$ cat config.mk
export PLATFORM = sky130hd
export DESIGN_NAME = rtcp_rtc
export DESIGN_NICKNAME = d
export VERILOG_FILES = /design/src/core/rtcp_pkg.sv /design/src/core/rtcp_tick_if.sv /design/src/core/rtcp_rtc.sv /design/src/core/rtcp_prescaler.sv
export VERILOG_INCLUDE_DIRS = /design/src /design/src/core
export SDC_FILE = /design/constraint.sdc
export NUM_CORES = 1
export LEC_CHECK = 0
export BUFFER_PORTS_ARGS = -buffer_cell sky130_fd_sc_hd__buf_2
export CORE_AREA = 5 5 150 152
export DETAILED_ROUTE_END_ITERATION = 10
export DIE_AREA = 0 0 155 157
export GPL_ROUTABILITY_DRIVEN = 0
export PLACE_DENSITY = 0.87
export SYNTH_ARGS = -nofsm -noshare
export SYNTH_HDL_FRONTEND = slang
export SYNTH_HIERARCHICAL = 1
export SYNTH_SLANG_ARGS = --single-unit
$ cat constraint.sdc
create_clock -name i_clk -period 4.5 [get_ports i_clk]
set_input_delay 0.675 -clock i_clk [delete_from_list [all_inputs] [get_ports i_clk]]
set_output_delay 0.675 -clock i_clk [all_outputs]
set_load 0.005 [all_outputs]
$ cat src/core/rtcp_map.svh
// Offsets, field positions, reset values and timing counts of the counter.
`ifndef RTCP_MAP_SVH
`define RTCP_MAP_SVH

// ----------------------------------------------------------------------
// Register offsets
// ----------------------------------------------------------------------
`define RTCP_OFS_CTRL 8'h00
`define RTCP_OFS_COUNT 8'h04
`define RTCP_OFS_COMPARE 8'h08
`define RTCP_OFS_STATUS 8'h0C
`define RTCP_OFS_INTCLR 8'h10
`define RTCP_OFS_INTEN 8'h14
`define RTCP_OFS_EVEN 8'h18
`define RTCP_OFS_WAKEEN 8'h1C
`define RTCP_OFS_SYNC 8'h20
`define RTCP_OFS_READ_SYNC_REQUEST 8'h24

// ----------------------------------------------------------------------
// Field positions
// ----------------------------------------------------------------------
`define RTCP_CTRL_EN 0
`define RTCP_CTRL_CLRMATCH 1
`define RTCP_CTRL_CONT_READ_SYNC 2
`define RTCP_CTRL_PSEL_LO 8
`define RTCP_FLAG_CMP 0
`define RTCP_FLAG_OVF 1
`define RTCP_FLAG_PER 2
`define RTCP_EVEN_CMP 10
`define RTCP_EVEN_OVF 11

// ----------------------------------------------------------------------
// Widths, reset values and timing counts
// ----------------------------------------------------------------------
`define RTCP_CNT_W 32
`define RTCP_PRESC_W 10
`define RTCP_PSEL_W 4
`define RTCP_FLAG_W 3
`define RTCP_SYNC_BUS_CYC 6
`define RTCP_CTRL_RST 32'h0000_0000
`define RTCP_COMPARE_RST 32'hFFFF_FFFF

`endif

$ cat src/core/rtcp_pkg.sv
// Types shared by the real-time counter modules.
package rtcp_pkg;

    // States of the counter-to-bus read synchroniser.
    typedef enum logic [1:0] {
        SYNC_IDLE,
        SYNC_CAPT,
        SYNC_XFER
    } rtcp_sync_st_t;

endpackage : rtcp_pkg

$ cat src/core/rtcp_tick_if.sv
// Signals between the counter core and its prescaler.
`timescale 1ns/1ps
interface rtcp_tick_if #(parameter int PRESC_W = 10, parameter int PSEL_W = 4);
    logic gen_clk;
    logic en;
    logic [PSEL_W-1:0] psel;
    logic edge_p;
    logic tick;
    logic [PRESC_W-1:0] tap;

    modport ctl (output gen_clk, output en, output psel,
                 input edge_p, input tick, input tap);
    modport presc (input gen_clk, input en, input psel,
                   output edge_p, output tick, output tap);
endinterface : rtcp_tick_if

$ cat src/core/rtcp_rtc.sv
// Real-time counter core with register port, flags, events and read sync.
//
// Implementation choices: the plain strobed port and the placing of the registers.
`timescale 1ns/1ps
`include "rtcp_map.svh"
module rtcp_rtc #(
    parameter int CNT_W = `RTCP_CNT_W,
    parameter int PRESC_W = `RTCP_PRESC_W,
    parameter int SYNC_CYC = `RTCP_SYNC_BUS_CYC
) (
    input wire logic i_clk,
    input wire logic i_rst_b,
    input wire logic i_counter_generic_clock,
    input wire logic [7:0] i_addr,
    input wire logic [31:0] i_wdata,
    input wire logic i_wr,
    input wire logic i_rd,
    output logic [31:0] o_rdata,
    output logic o_irq,
    output logic o_wake,
    output logic [PRESC_W-1:0] o_evt_periodic,
    output logic o_evt_compare,
    output logic o_evt_overflow
);
    localparam int PSEL_W = `RTCP_PSEL_W;
    localparam int FLAG_W = `RTCP_FLAG_W;
    localparam int EV_W = PRESC_W + 2;

    // ------------------------------------------------------------------
    // Storage
    // ------------------------------------------------------------------
    // Control fields, written together as one word.
    logic ctrl_en;
    logic ctrl_clrmatch;
    logic ctrl_continuous_read_sync;
    logic [PSEL_W-1:0] ctrl_psel;
    // Counter, compare value, read copy and the held count write.
    logic [CNT_W-1:0] count;
    logic [CNT_W-1:0] compare;
    logic [CNT_W-1:0] count_rd;
    logic [CNT_W-1:0] snap;
    logic [CNT_W-1:0] pend_val;
    logic pend;
    // Sticky flags and the three sets of enables.
    logic [FLAG_W-1:0] flags;
    logic [FLAG_W-1:0] int_en;
    logic [FLAG_W-1:0] wake_en;
    logic [EV_W-1:0] ev_en;
    // Read sync progress.
    logic [7:0] xfer_cnt;
    rtcp_pkg::rtcp_sync_st_t sync_st;

    // ------------------------------------------------------------------
    // Decode
    // ------------------------------------------------------------------
    // Write strobes, one per writable register.
    logic wr_ctrl;
    logic wr_count;
    logic wr_cmp;
    logic wr_clr;
    logic wr_inten;
    logic wr_even;
    logic wr_wake;
    logic wr_rreq;
    // Read sync progress and the held write.
    logic sync_busy;
    logic sync_done;
    logic apply_wr;
    logic [CNT_W-1:0] apply_val;
    // Counter-side hits and the next count.
    logic match;
    logic at_max;
    logic cmp_hit;
    logic ovf_hit;
    logic per_hit;
    logic [FLAG_W-1:0] flag_set;
    logic [CNT_W-1:0] next_count;

    // True when a write strobe targets the given offset.
    function automatic logic hit(input logic [7:0] ofs);
        return i_wr && (i_addr == ofs);
    endfunction : hit

    // A read sync request is only taken when bit 0 of the word is set.
    assign wr_ctrl = hit(`RTCP_OFS_CTRL);
    assign wr_count = hit(`RTCP_OFS_COUNT);
    assign wr_cmp = hit(`RTCP_OFS_COMPARE);
    assign wr_clr = hit(`RTCP_OFS_INTCLR);
    assign wr_inten = hit(`RTCP_OFS_INTEN);
    assign wr_even = hit(`RTCP_OFS_EVEN);
    assign wr_wake = hit(`RTCP_OFS_WAKEEN);
    assign wr_rreq = hit(`RTCP_OFS_READ_SYNC_REQUEST) && i_wdata[0];

    // ------------------------------------------------------------------
    // Prescaler
    // ------------------------------------------------------------------
    // The prescaler runs on the bus clock with enables, so no clock crosses;
    // the generic clock must therefore stay well slower than the bus clock.
    rtcp_tick_if #(.PRESC_W(PRESC_W), .PSEL_W(PSEL_W)) tk ();

    assign tk.gen_clk = i_counter_generic_clock;
    assign tk.en = ctrl_en;
    assign tk.psel = ctrl_psel;

    rtcp_prescaler #(.PRESC_W(PRESC_W), .PSEL_W(PSEL_W)) u_presc (
        .i_clk(i_clk),
        .i_rst_b(i_rst_b),
        .tk(tk)
    );

    // ------------------------------------------------------------------
    // Control registers
    // ------------------------------------------------------------------

    // Control word: enable, clear-on-match, continuous sync, ratio select.
    // Fields take effect in the cycle after the write.
    always_ff @(posedge i_clk or negedge i_rst_b) begin
        if (!i_rst_b) begin
            ctrl_en <= 1'(`RTCP_CTRL_RST >> `RTCP_CTRL_EN);
            ctrl_clrmatch <= 1'b0;
            ctrl_continuous_read_sync <= 1'b0;
            ctrl_psel <= '0;
        end else if (wr_ctrl) begin
            ctrl_en <= i_wdata[`RTCP_CTRL_EN];
            ctrl_clrmatch <= i_wdata[`RTCP_CTRL_CLRMATCH];
            ctrl_continuous_read_sync <= i_wdata[`RTCP_CTRL_CONT_READ_SYNC];
            ctrl_psel <= i_wdata[`RTCP_CTRL_PSEL_LO +: PSEL_W];
        end
    end

    // Compare value; resets to all ones so a fresh counter does not match.
    always_ff @(posedge i_clk or negedge i_rst_b) begin
        if (!i_rst_b) begin
            compare <= CNT_W'(`RTCP_COMPARE_RST);
        end else if (wr_cmp) begin
            compare <= i_wdata[CNT_W-1:0];
        end
    end

    // Interrupt, event and wake enables.
    // A flag that is already set raises the outputs one cycle after its
    // enable is written, so a late irq or wake enable never loses an event.
    always_ff @(posedge i_clk or negedge i_rst_b) begin
        if (!i_rst_b) begin
            int_en <= '0;
            ev_en <= '0;
            wake_en <= '0;
        end else begin
            if (wr_inten) begin
                int_en <= i_wdata[FLAG_W-1:0];
            end
            if (wr_even) begin
                ev_en <= i_wdata[EV_W-1:0];
            end
            if (wr_wake) begin
                wake_en <= i_wdata[FLAG_W-1:0];
            end
        end
    end

    // ------------------------------------------------------------------
    // Read synchroniser and stalled count write
    // ------------------------------------------------------------------
    assign sync_busy = (sync_st != rtcp_pkg::SYNC_IDLE);
    assign sync_done = (sync_st == rtcp_pkg::SYNC_XFER) &&
                       (xfer_cnt == 8'(SYNC_CYC - 1));

    // With continuous sync on the sync never rests, so every count write
    // waits, up to one counter clock plus SYNC_CYC + 1 bus cycles.
    // A count write lands at once when no sync is in flight; otherwise it
    // is held and lands in the cycle the sync completes, so the bus never
    // waits but the counter keeps a coherent value.
    assign apply_wr = (wr_count && !sync_busy) || (pend && sync_done);
    assign apply_val = (wr_count && !sync_busy) ? i_wdata[CNT_W-1:0]
                                                : pend_val;

    // Sync walks: wait for a counter-side edge, snapshot, then cross over
    // a fixed number of bus cycles before the read copy updates.
    always_ff @(posedge i_clk or negedge i_rst_b) begin
        if (!i_rst_b) begin
            sync_st <= rtcp_pkg::SYNC_IDLE;
            xfer_cnt <= 8'h00;
            snap <= '0;
        end else begin
            unique case (sync_st)
                rtcp_pkg::SYNC_IDLE: begin
                    if (ctrl_continuous_read_sync || wr_rreq) begin
                        sync_st <= rtcp_pkg::SYNC_CAPT;
                    end
                end
                rtcp_pkg::SYNC_CAPT: begin
                    if (tk.edge_p || !ctrl_en) begin
                        snap <= count;
                        xfer_cnt <= 8'h00;
                        sync_st <= rtcp_pkg::SYNC_XFER;
                    end
                end
                rtcp_pkg::SYNC_XFER: begin
                    xfer_cnt <= xfer_cnt + 8'h01;
                    if (sync_done) begin
                        sync_st <= ctrl_continuous_read_sync
                                   ? rtcp_pkg::SYNC_CAPT
                                   : rtcp_pkg::SYNC_IDLE;
                    end
                end
                // The unused state code falls back to idle.
                default: begin
                    sync_st <= rtcp_pkg::SYNC_IDLE;
                end
            endcase
        end
    end

    // Held write; a second write while held replaces the value.
    always_ff @(posedge i_clk or negedge i_rst_b) begin
        if (!i_rst_b) begin
            pend <= 1'b0;
            pend_val <= '0;
        end else if (wr_count && sync_busy) begin
            pend <= 1'b1;
            pend_val <= i_wdata[CNT_W-1:0];
        end else if (sync_done) begin
            pend <= 1'b0;
        end
    end

    // Bus-side copy of the counter that reads of the count return.
    always_ff @(posedge i_clk or negedge i_rst_b) begin
        if (!i_rst_b) begin
            count_rd <= '0;
        end else if (apply_wr) begin
            count_rd <= apply_val;
        end else if (sync_done) begin
            count_rd <= snap;
        end
    end

    // ------------------------------------------------------------------
    // Counter
    // ------------------------------------------------------------------
    // Compare and overflow count only on ticks, periodic events only on generic clock edges, so a bus write alone never raises one.
    assign match = (count == compare);
    assign at_max = (count == {CNT_W{1'b1}});
    assign cmp_hit = tk.tick && match;
    assign ovf_hit = tk.tick && at_max && !(match && ctrl_clrmatch);
    assign per_hit = |(tk.tap & ev_en[PRESC_W-1:0]);

    // Clear-on-match takes priority over the plain increment.
    always_comb begin
        if (cmp_hit && ctrl_clrmatch) begin
            next_count = '0;
        end else begin
            next_count = count + 1'b1;
        end
    end

    // A landing bus write wins over a tick in the same cycle.
    // That tick is lost; software that needs exact time writes the count
    // while the counter is disabled.
    always_ff @(posedge i_clk or negedge i_rst_b) begin
        if (!i_rst_b) begin
            count <= '0;
        end else if (apply_wr) begin
            count <= apply_val;
        end else if (tk.tick) begin
            count <= next_count;
        end
    end

    // ------------------------------------------------------------------
    // Flags, interrupt and wake
    // ------------------------------------------------------------------
    // One set pulse per source; the periodic source is any enabled tap.
    always_comb begin
        flag_set = '0;
        flag_set[`RTCP_FLAG_CMP] = cmp_hit;
        flag_set[`RTCP_FLAG_OVF] = ovf_hit;
        flag_set[`RTCP_FLAG_PER] = per_hit;
    end

    // Sticky flags: a new event in the clearing cycle stays set.
    always_ff @(posedge i_clk or negedge i_rst_b) begin
        if (!i_rst_b) begin
            flags <= '0;
        end else begin
            flags <= (flags & ~(wr_clr ? i_wdata[FLAG_W-1:0] : '0))
                     | flag_set;
        end
    end

    // Wake has its own enables so sleep sources can differ from irqs.
    always_ff @(posedge i_clk or negedge i_rst_b) begin
        if (!i_rst_b) begin
            o_irq <= 1'b0;
            o_wake <= 1'b0;
        end else begin
            o_irq <= |(flags & int_en);
            o_wake <= |(flags & wake_en);
        end
    end

    // ------------------------------------------------------------------
    // Event pulses
    // ------------------------------------------------------------------

    // One-cycle event pulses, registered to keep the outputs glitch free.
    always_ff @(posedge i_clk or negedge i_rst_b) begin
        if (!i_rst_b) begin
            o_evt_periodic <= '0;
            o_evt_compare <= 1'b0;
            o_evt_overflow <= 1'b0;
        end else begin
            o_evt_periodic <= tk.tap & ev_en[PRESC_W-1:0];
            o_evt_compare <= cmp_hit && ev_en[`RTCP_EVEN_CMP];
            o_evt_overflow <= ovf_hit && ev_en[`RTCP_EVEN_OVF];
        end
    end

    // ------------------------------------------------------------------
    // Read port
    // ------------------------------------------------------------------

    // Reads of the count return the synced copy, never the live counter,
    // so a read may lag the counter by one sync period.
    // Read data stand for exactly the cycle after the strobe; unmapped
    // and write-only offsets read as zero.
    always_ff @(posedge i_clk or negedge i_rst_b) begin
        if (!i_rst_b) begin
            o_rdata <= 32'h0000_0000;
        end else if (i_rd) begin
            unique case (i_addr)
                `RTCP_OFS_CTRL: begin
                    o_rdata <= 32'({ctrl_psel, 5'h00,
                                    ctrl_continuous_read_sync,
                                    ctrl_clrmatch, ctrl_en});
                end
                `RTCP_OFS_COUNT: o_rdata <= 32'(count_rd);
                `RTCP_OFS_COMPARE: o_rdata <= 32'(compare);
                `RTCP_OFS_STATUS: o_rdata <= 32'(flags);
                `RTCP_OFS_INTEN: o_rdata <= 32'(int_en);
                `RTCP_OFS_EVEN: o_rdata <= 32'(ev_en);
                `RTCP_OFS_WAKEEN: o_rdata <= 32'(wake_en);
                `RTCP_OFS_SYNC: o_rdata <= 32'({pend, sync_busy});
                default: o_rdata <= 32'h0000_0000;
            endcase
        end else begin
            o_rdata <= 32'h0000_0000;
        end
    end
endmodule : rtcp_rtc

$ cat src/core/rtcp_prescaler.sv
// Programmable power-of-two prescaler fed by the generic clock level.
`timescale 1ns/1ps
`include "rtcp_map.svh"
module rtcp_prescaler #(
    parameter int PRESC_W = `RTCP_PRESC_W,
    parameter int PSEL_W = `RTCP_PSEL_W
) (
    input wire logic i_clk,
    input wire logic i_rst_b,
    rtcp_tick_if.presc tk
);
    logic gen_clk_q;
    logic [PRESC_W-1:0] presc;

    // True when the lowest k bits of v are all ones.
    function automatic logic low_ones(input logic [PRESC_W-1:0] v,
                                      input int k);
        logic r;
        r = 1'b1;
        for (int i = 0; i < PRESC_W; i++) begin
            if (i < k && !v[i]) begin
                r = 1'b0;
            end
        end
        return r;
    endfunction : low_ones

    // The generic clock is sampled as a level; its rising edge paces the
    // counter side, so the bus clock must be well above it.
    assign tk.edge_p = tk.gen_clk && !gen_clk_q && tk.en;

    always_ff @(posedge i_clk or negedge i_rst_b) begin
        if (!i_rst_b) begin
            gen_clk_q <= 1'b0;
        end else begin
            gen_clk_q <= tk.gen_clk;
        end
    end

    // The divider is held at zero while disabled so taps restart in phase.
    always_ff @(posedge i_clk or negedge i_rst_b) begin
        if (!i_rst_b) begin
            presc <= '0;
        end else if (!tk.en) begin
            presc <= '0;
        end else if (tk.edge_p) begin
            presc <= presc + 1'b1;
        end
    end

    // Select values above the divider width saturate at the full ratio.
    always_comb begin
        int k;
        k = (int'(tk.psel) > PRESC_W) ? PRESC_W : int'(tk.psel);
        tk.tick = tk.edge_p && low_ones(presc, k);
    end

    // Stage n rises when the low n bits are ones and bit n is zero.
    always_comb begin
        for (int n = 0; n < PRESC_W; n++) begin
            tk.tap[n] = tk.edge_p && low_ones(presc, n) && !presc[n];
        end
    end
endmodule : rtcp_prescaler

==> metrics.txt, run 1 <==
slack of the critical path 1373 ps; Crit Path Max Fanout 15; critical path class flip-flop to flip-flop; via count 10060; number of post-CTS setup repair buffers 0; CTS tree built; hold crit path type primary input to asynchronous set/reset pin; Gate power share 12.3%; drt wl/cell 21.60 um; M2 GR Usage 44.56%; largest net degree at the start of global routing 108; Worst IR Drop VDD 220.0 uV; status finished clean; top post-synthesis cells by area dfrtp_1 45%, dfstp_2 6.8%, mux2_1 6.0%; DR vias/cell 6.479; CP max-delay cell a21o_1; sequential share of power 48.9%; most common cell in the netlist dfrtp_1; Post-synth top cells 224 x dfrtp_1, 157 x nand2_1, 102 x nor2_1; Clock Power Share 38.8%; total grt overflow 0; achievable frequency 319.8 MHz; Rows 53; DR iter-0 viols 1112; Setup TNS 0 ps; Final nets 1308; Data required, critical path 4920 ps; flop2flop setup slack 1370 ps; Ant. Diodes 0; DRC errors left 0; first-pass detailed-route iteration total 7; Die Span X 155 um; Finished Cell Area 13920 sq um; clk sink count 256; I/O Buffers 90; dpl hpwl 22310 um; FILL cells 1474; Lkg Pwr 6.649 nW; Finished Layout Cells 1553; internal power 4.317 mW; initial antenna violation count 0; register area 6446 sq um; M1 GR Usage 37.07%; CTS Hold Bufs 0; asr flop ratio synth 100.0%; mapped cell area 12370 sq um; fin crit period 3127 ps; area delta synth->final 12.55%; Seq/Total Area, Yosys 52.10%; vias in the first global route 10080; largest area contributor in the netlist dfrtp_1; Final Cycle Share 69.48%; fraction of layout instances using a drive strength above 1 18.00%; clk_lat worst skew 530 ps; Die H 157 um; Core ar. 20890 sq um; Place WS 1053 ps; P_sw 1.634 mW; syn avg cell area 10.34 sq um; first-pass GRT wire length 53870 um; Cell Pwr Density 427.4 nW/um^2; Top Usage Layer GRT met2; synth unique cells 72; Total Wirelength 33540 um; starting density of the core 59.23%; max cap viols 0; # resized after CTS 0; H-tree depth 1; Total Power 5.951 mW; Switching Share 27.46%; final-report hold violation count 0; TritonCTS Buffers 27; DP Cell Count 1504; fin util 66.66%; CTS Buffer Depth 3; post-synthesis register bit count 256; Reg clk slew, reported paths 60 ps; Post-Synthesis Cells 1196; Reg-to-Reg Start ctrl_psel[3]; CTS root buffer clkbuf_16; crit path DAT 3540 ps; met3 Usage GRT 5.609%; crit-path cells a211o_1, a2111oi_2, o211ai_1, a31oi_1, a21o_1, o21ai_0, o21a_1, o22a_1; post-synth top area share 45.31%; Ports 91; Antenna Nets Post-Route 0; area occupied by multi-input gates 5539 sq um; Tightest Pin Transition 941.6 ps; Worst Setup SP ctrl_psel[3]; Max Clock Skew 17.10 ps; unrepaired setup endpoints after global routing false; Top FF cell, synth dfrtp_1; final setup vio count 0; R2R Path End count[13]; Post-synth EDFFs 0; Slew headroom 37.23%; Mapped Nets 1246; die area 24340 sq um; Slew Limit Fails 0; WHS 232.0 ps; total number of yosys warnings 6; worst r2r path cells 8; Crit. End Element flip-flop; crit-path max cell delay 570 ps; Total GRT Usage 27.40%; Critical Path Start Type flip-flop; Cell Area, Placed 12990 sq um
-- registers in the layout, summed over array words and instances, names as in the netlist, 2 cells and up --
register	cells
int_en	3
o_evt_periodic	10
count	32
count_rd	32
wake_en	3
ev_en	12
ctrl_psel	4
flags	3
snap	32
pend_val	32
u_presc/presc	10
sync_st	2
compare	32
xfer_cnt	8
o_rdata	32
-- worst max-delay path: cells and delay by family, from the launching register on --
family | cells | cell delay (ps)
flip-flops | 1 | 500
AO/OA/AOI/OAI | 8 | 2530
-- final cells by class --
type / instances / area share (%)
tap: 275 / 2.471
clock buffer: 43 / 6.074
inverter: 12 / 0.3235
timing repair buffer: 109 / 4.421
sequential: 256 / 46.29
multi-input combinational: 852 / 39.78
clock inverter: 6 / 0.6380
-- how the worst max path moves through the flow --
stage	depth (start not counted)	to	slack, ps
4_1_cts	8	count[13]	1430
3_5_place_dp	9	count[13]	1050
3_3_place_gp	9	count[21]	1220
2_1_floorplan	11	count[14]	1880
6_report	8	count[13]	1370
5_1_grt	8	count[21]	1150
-- layout by cell type, fill, tap and decap left out, types with 16 or more instances in the layout --
master,count
buf_4,18
mux2_2,25
nor2_1,101
and2_1,20
nand2_1,157
o21ai_0,66
mux2i_1,26
mux2_1,66
a21oi_1,45
o21ai_1,16
nand4_1,23
dfstp_2,32
nand3_1,22
a22oi_1,34
clkbuf_16,27
nor2b_1,18
xor2_1,43
dfrtp_1,224
buf_2,89
-- power by group through the flow --
stage,registers (mW),clock network [mW],logic (mW)
after floorplan,2.80,0,0.572
after global placement,2.91,0,0.684
after detailed placement,2.93,0,0.721
after CTS,2.90,2.32,0.730
after global routing,2.95,2.41,0.808
final,2.91,2.31,0.735
-- routing by layer --
layer	up-vias	share of wire, %
met2	607	47
met1	4964	39
met5	-	0
li1	4394	-
met3	97	11
met4	0	3.1
-- cells by family after synthesis --
logic type	count (synthesis)	share of synthesized area (%)
flops	256	52.10
buf+inv	88	3.267
xor+xnor	50	3.540
fa+ha+maj	5	0.5057
compound gates	251	13.24
simple gates	429	16.96
mux	117	10.39
No activity file was read; power rests on OpenSTA's default activity.
==> run 2, diff against run 1 <==
==> constraint.sdc (replaced) <==
create_clock -name i_clk -period 2.9 [get_ports i_clk]
set_input_delay 0.435 -clock i_clk [delete_from_list [all_inputs] [get_ports i_clk]]
set_output_delay 0.435 -clock i_clk [all_outputs]
set_load 0.005 [all_outputs]
==> run 2 against run 1 <==
Against the previous run:
- via count increased by 0.98%
- first-iteration DRC count fell by 4.7%
- core utilization rose by 0.37 points
- clock skew fell by 0.53 ps
==> metrics.txt, run 2 (synthesized netlist as in run 1, its figures left out) <==
H-tree depth 1; DR iter-0 viols 1060; Lkg Pwr 6.698 nW; die area 24340 sq um; Total Wirelength 33720 um; CTS tree built; hold crit path type primary input to flip-flop; Ports 91; Ant. Diodes 0; flop2flop setup slack 60 ps; Setup TNS 0 ps; Reg-to-Reg Start ctrl_psel[3]; area delta synth->final 13.18%; unrepaired setup endpoints after global routing false; number of post-CTS setup repair buffers 0; Hold Path Sink u_presc/gen_clk_q; CTS root buffer clkbuf_16; final setup vio count 0; Hold Crit Depth 1; Finished Cell Area 14000 sq um; drt wl/cell 21.52 um; P_sw 2.523 mW; DR vias/cell 6.484; achievable frequency 351.9 MHz; first-pass detailed-route iteration total 6; Slew headroom 37.58%; final-report hold violation count 0; Final Cycle Share 97.99%; DRC errors left 0; most frequent cells in the layout 224 x dfrtp_1, 157 x nand2_1, 100 x nor2_1; status finished clean; Final nets 1322; Antenna Nets Post-Route 0; Switching Share 27.80%; vias in the first global route 10240; Die H 157 um; CTS Buffer Depth 3; Max Clock Skew 16.58 ps; most common cell after layout, fill and taps aside dfrtp_1; hold path start i_counter_generic_clock; first-pass GRT wire length 54430 um; fraction of layout instances using a drive strength above 1 18.73%; I/O Buffers 90; Gate power share 12.9%; Rows 53; clk_lat worst skew 540 ps; sequential share of power 49.7%; Crit. End Element flip-flop; max cap viols 0; Tightest Pin Transition 933.1 ps; clk sink count 256; Critical Path Start Type flip-flop; internal power 6.553 mW; crit path DAT 3260 ps; worst r2r path cells 10; total grt overflow 0; Crit Path Max Fanout 12; Cell Area, Placed 13120 sq um; Slew Limit Fails 0; R2R Path End count[17]; largest net degree at the start of global routing 82; critical path class flip-flop to flip-flop; fin crit period 2842 ps; initial antenna violation count 0; Die Span X 155 um; dpl hpwl 22730 um; starting density of the core 59.23%; Total GRT Usage 27.64%; TritonCTS Buffers 26; Core ar. 20890 sq um; Cell Pwr Density 648.2 nW/um^2; Reg clk slew, reported paths 60 ps; via count 10160; Data required, critical path 3320 ps; Worst IR Drop VDD 324.1 uV; Clock Power Share 37.4%
## run 2: cell types whose count changed in the layout (fill, tap and decap cells not counted), moves of 2 or more
| cell | delta |
|---|---|
| clkinv_2 | +4 |
| clkbuf_1 | +3 |
| buf_12 | +2 |
| buf_4 | +12 |
| clkbuf_8 | -6 |
## run 2: through the flow
| step | setup slack [ps] | utilization [%] | cells | hold slack (ps) | power [mW] |
|---|---|---|---|---|---|
| 2_1_floorplan | 384.9 | - | 1196 | 139.4 | 5.228 |
| 3_3_place_gp | 252.3 | 62.81 | 1518 | 449.9 | 5.601 |
| 3_5_place_dp | 43.30 | 62.81 | 1518 | 455.3 | 5.682 |
| 4_1_cts | 22.82 | 67.00 | 1567 | 47.40 | 9.048 |
| 5_1_grt | 9.605 | 67.03 | 1567 | 50.78 | 9.422 |
| 6_report | 58.28 | 67.03 | 1567 | 56.42 | 9.076 |
## run 2: area by class of cell
class,count,area (sq um)
multi-input combinational,852,5547
timing repair buffer,124,755.7
fill,1462,6887
clock buffer,40,774.5
inverter,12,45.04
tap,275,344.1
clock inverter,8,90.09
sequential,256,6446
## run 2: power groups by stage
stage                     logic, mW  clock network [mW]  registers [mW]
after floorplan               0.888                   0            4.34
after global placement         1.08                   0            4.52
after detailed placement       1.13                   0            4.55
after CTS                      1.16                3.40            4.49
after global routing           1.28                3.57            4.57
final                          1.17                3.39            4.51
## run 2: what timing repair did
| item | in CTS | in global routing |
|---|---|---|
| hold buffers | 1 | 0 |
| resized for setup | 0 | 2 |
| endpoints found under the setup margin | 0 | 5 |
| endpoints found under the hold margin | 67 | 0 |
## run 2: worst max-delay path: stages, from the launching register on
cell       delay (ps)
dfrtp_1           490
a211o_1           330
a2111oi_2         400
o211ai_1          170
a31oi_1           220
buf_4             180
nand2_1            90
nor3_4            290
buf_4             270
a211oi_1           60
o22a_1            230
## run 2: per-layer routing
metal	global-route usage, %	part of all wire [%]	vias up
met5	0	0	-
met4	10.13	3.4	0
met3	7.451	12	109
met1	36.09	37	4973
li1	-	-	4411
met2	44.73	48	668
## run 2: worst max path at each step
stage,slack (ps),from,end
after CTS,20,ctrl_psel[2],count[25]
after floorplan,380,ctrl_psel[2],count[14]
final,60,ctrl_psel[3],count[17]
after global routing,10,ctrl_psel[2],count[17]
after global placement,250,ctrl_psel[2],count[27]
after detailed placement,40,ctrl_psel[2],count[27]
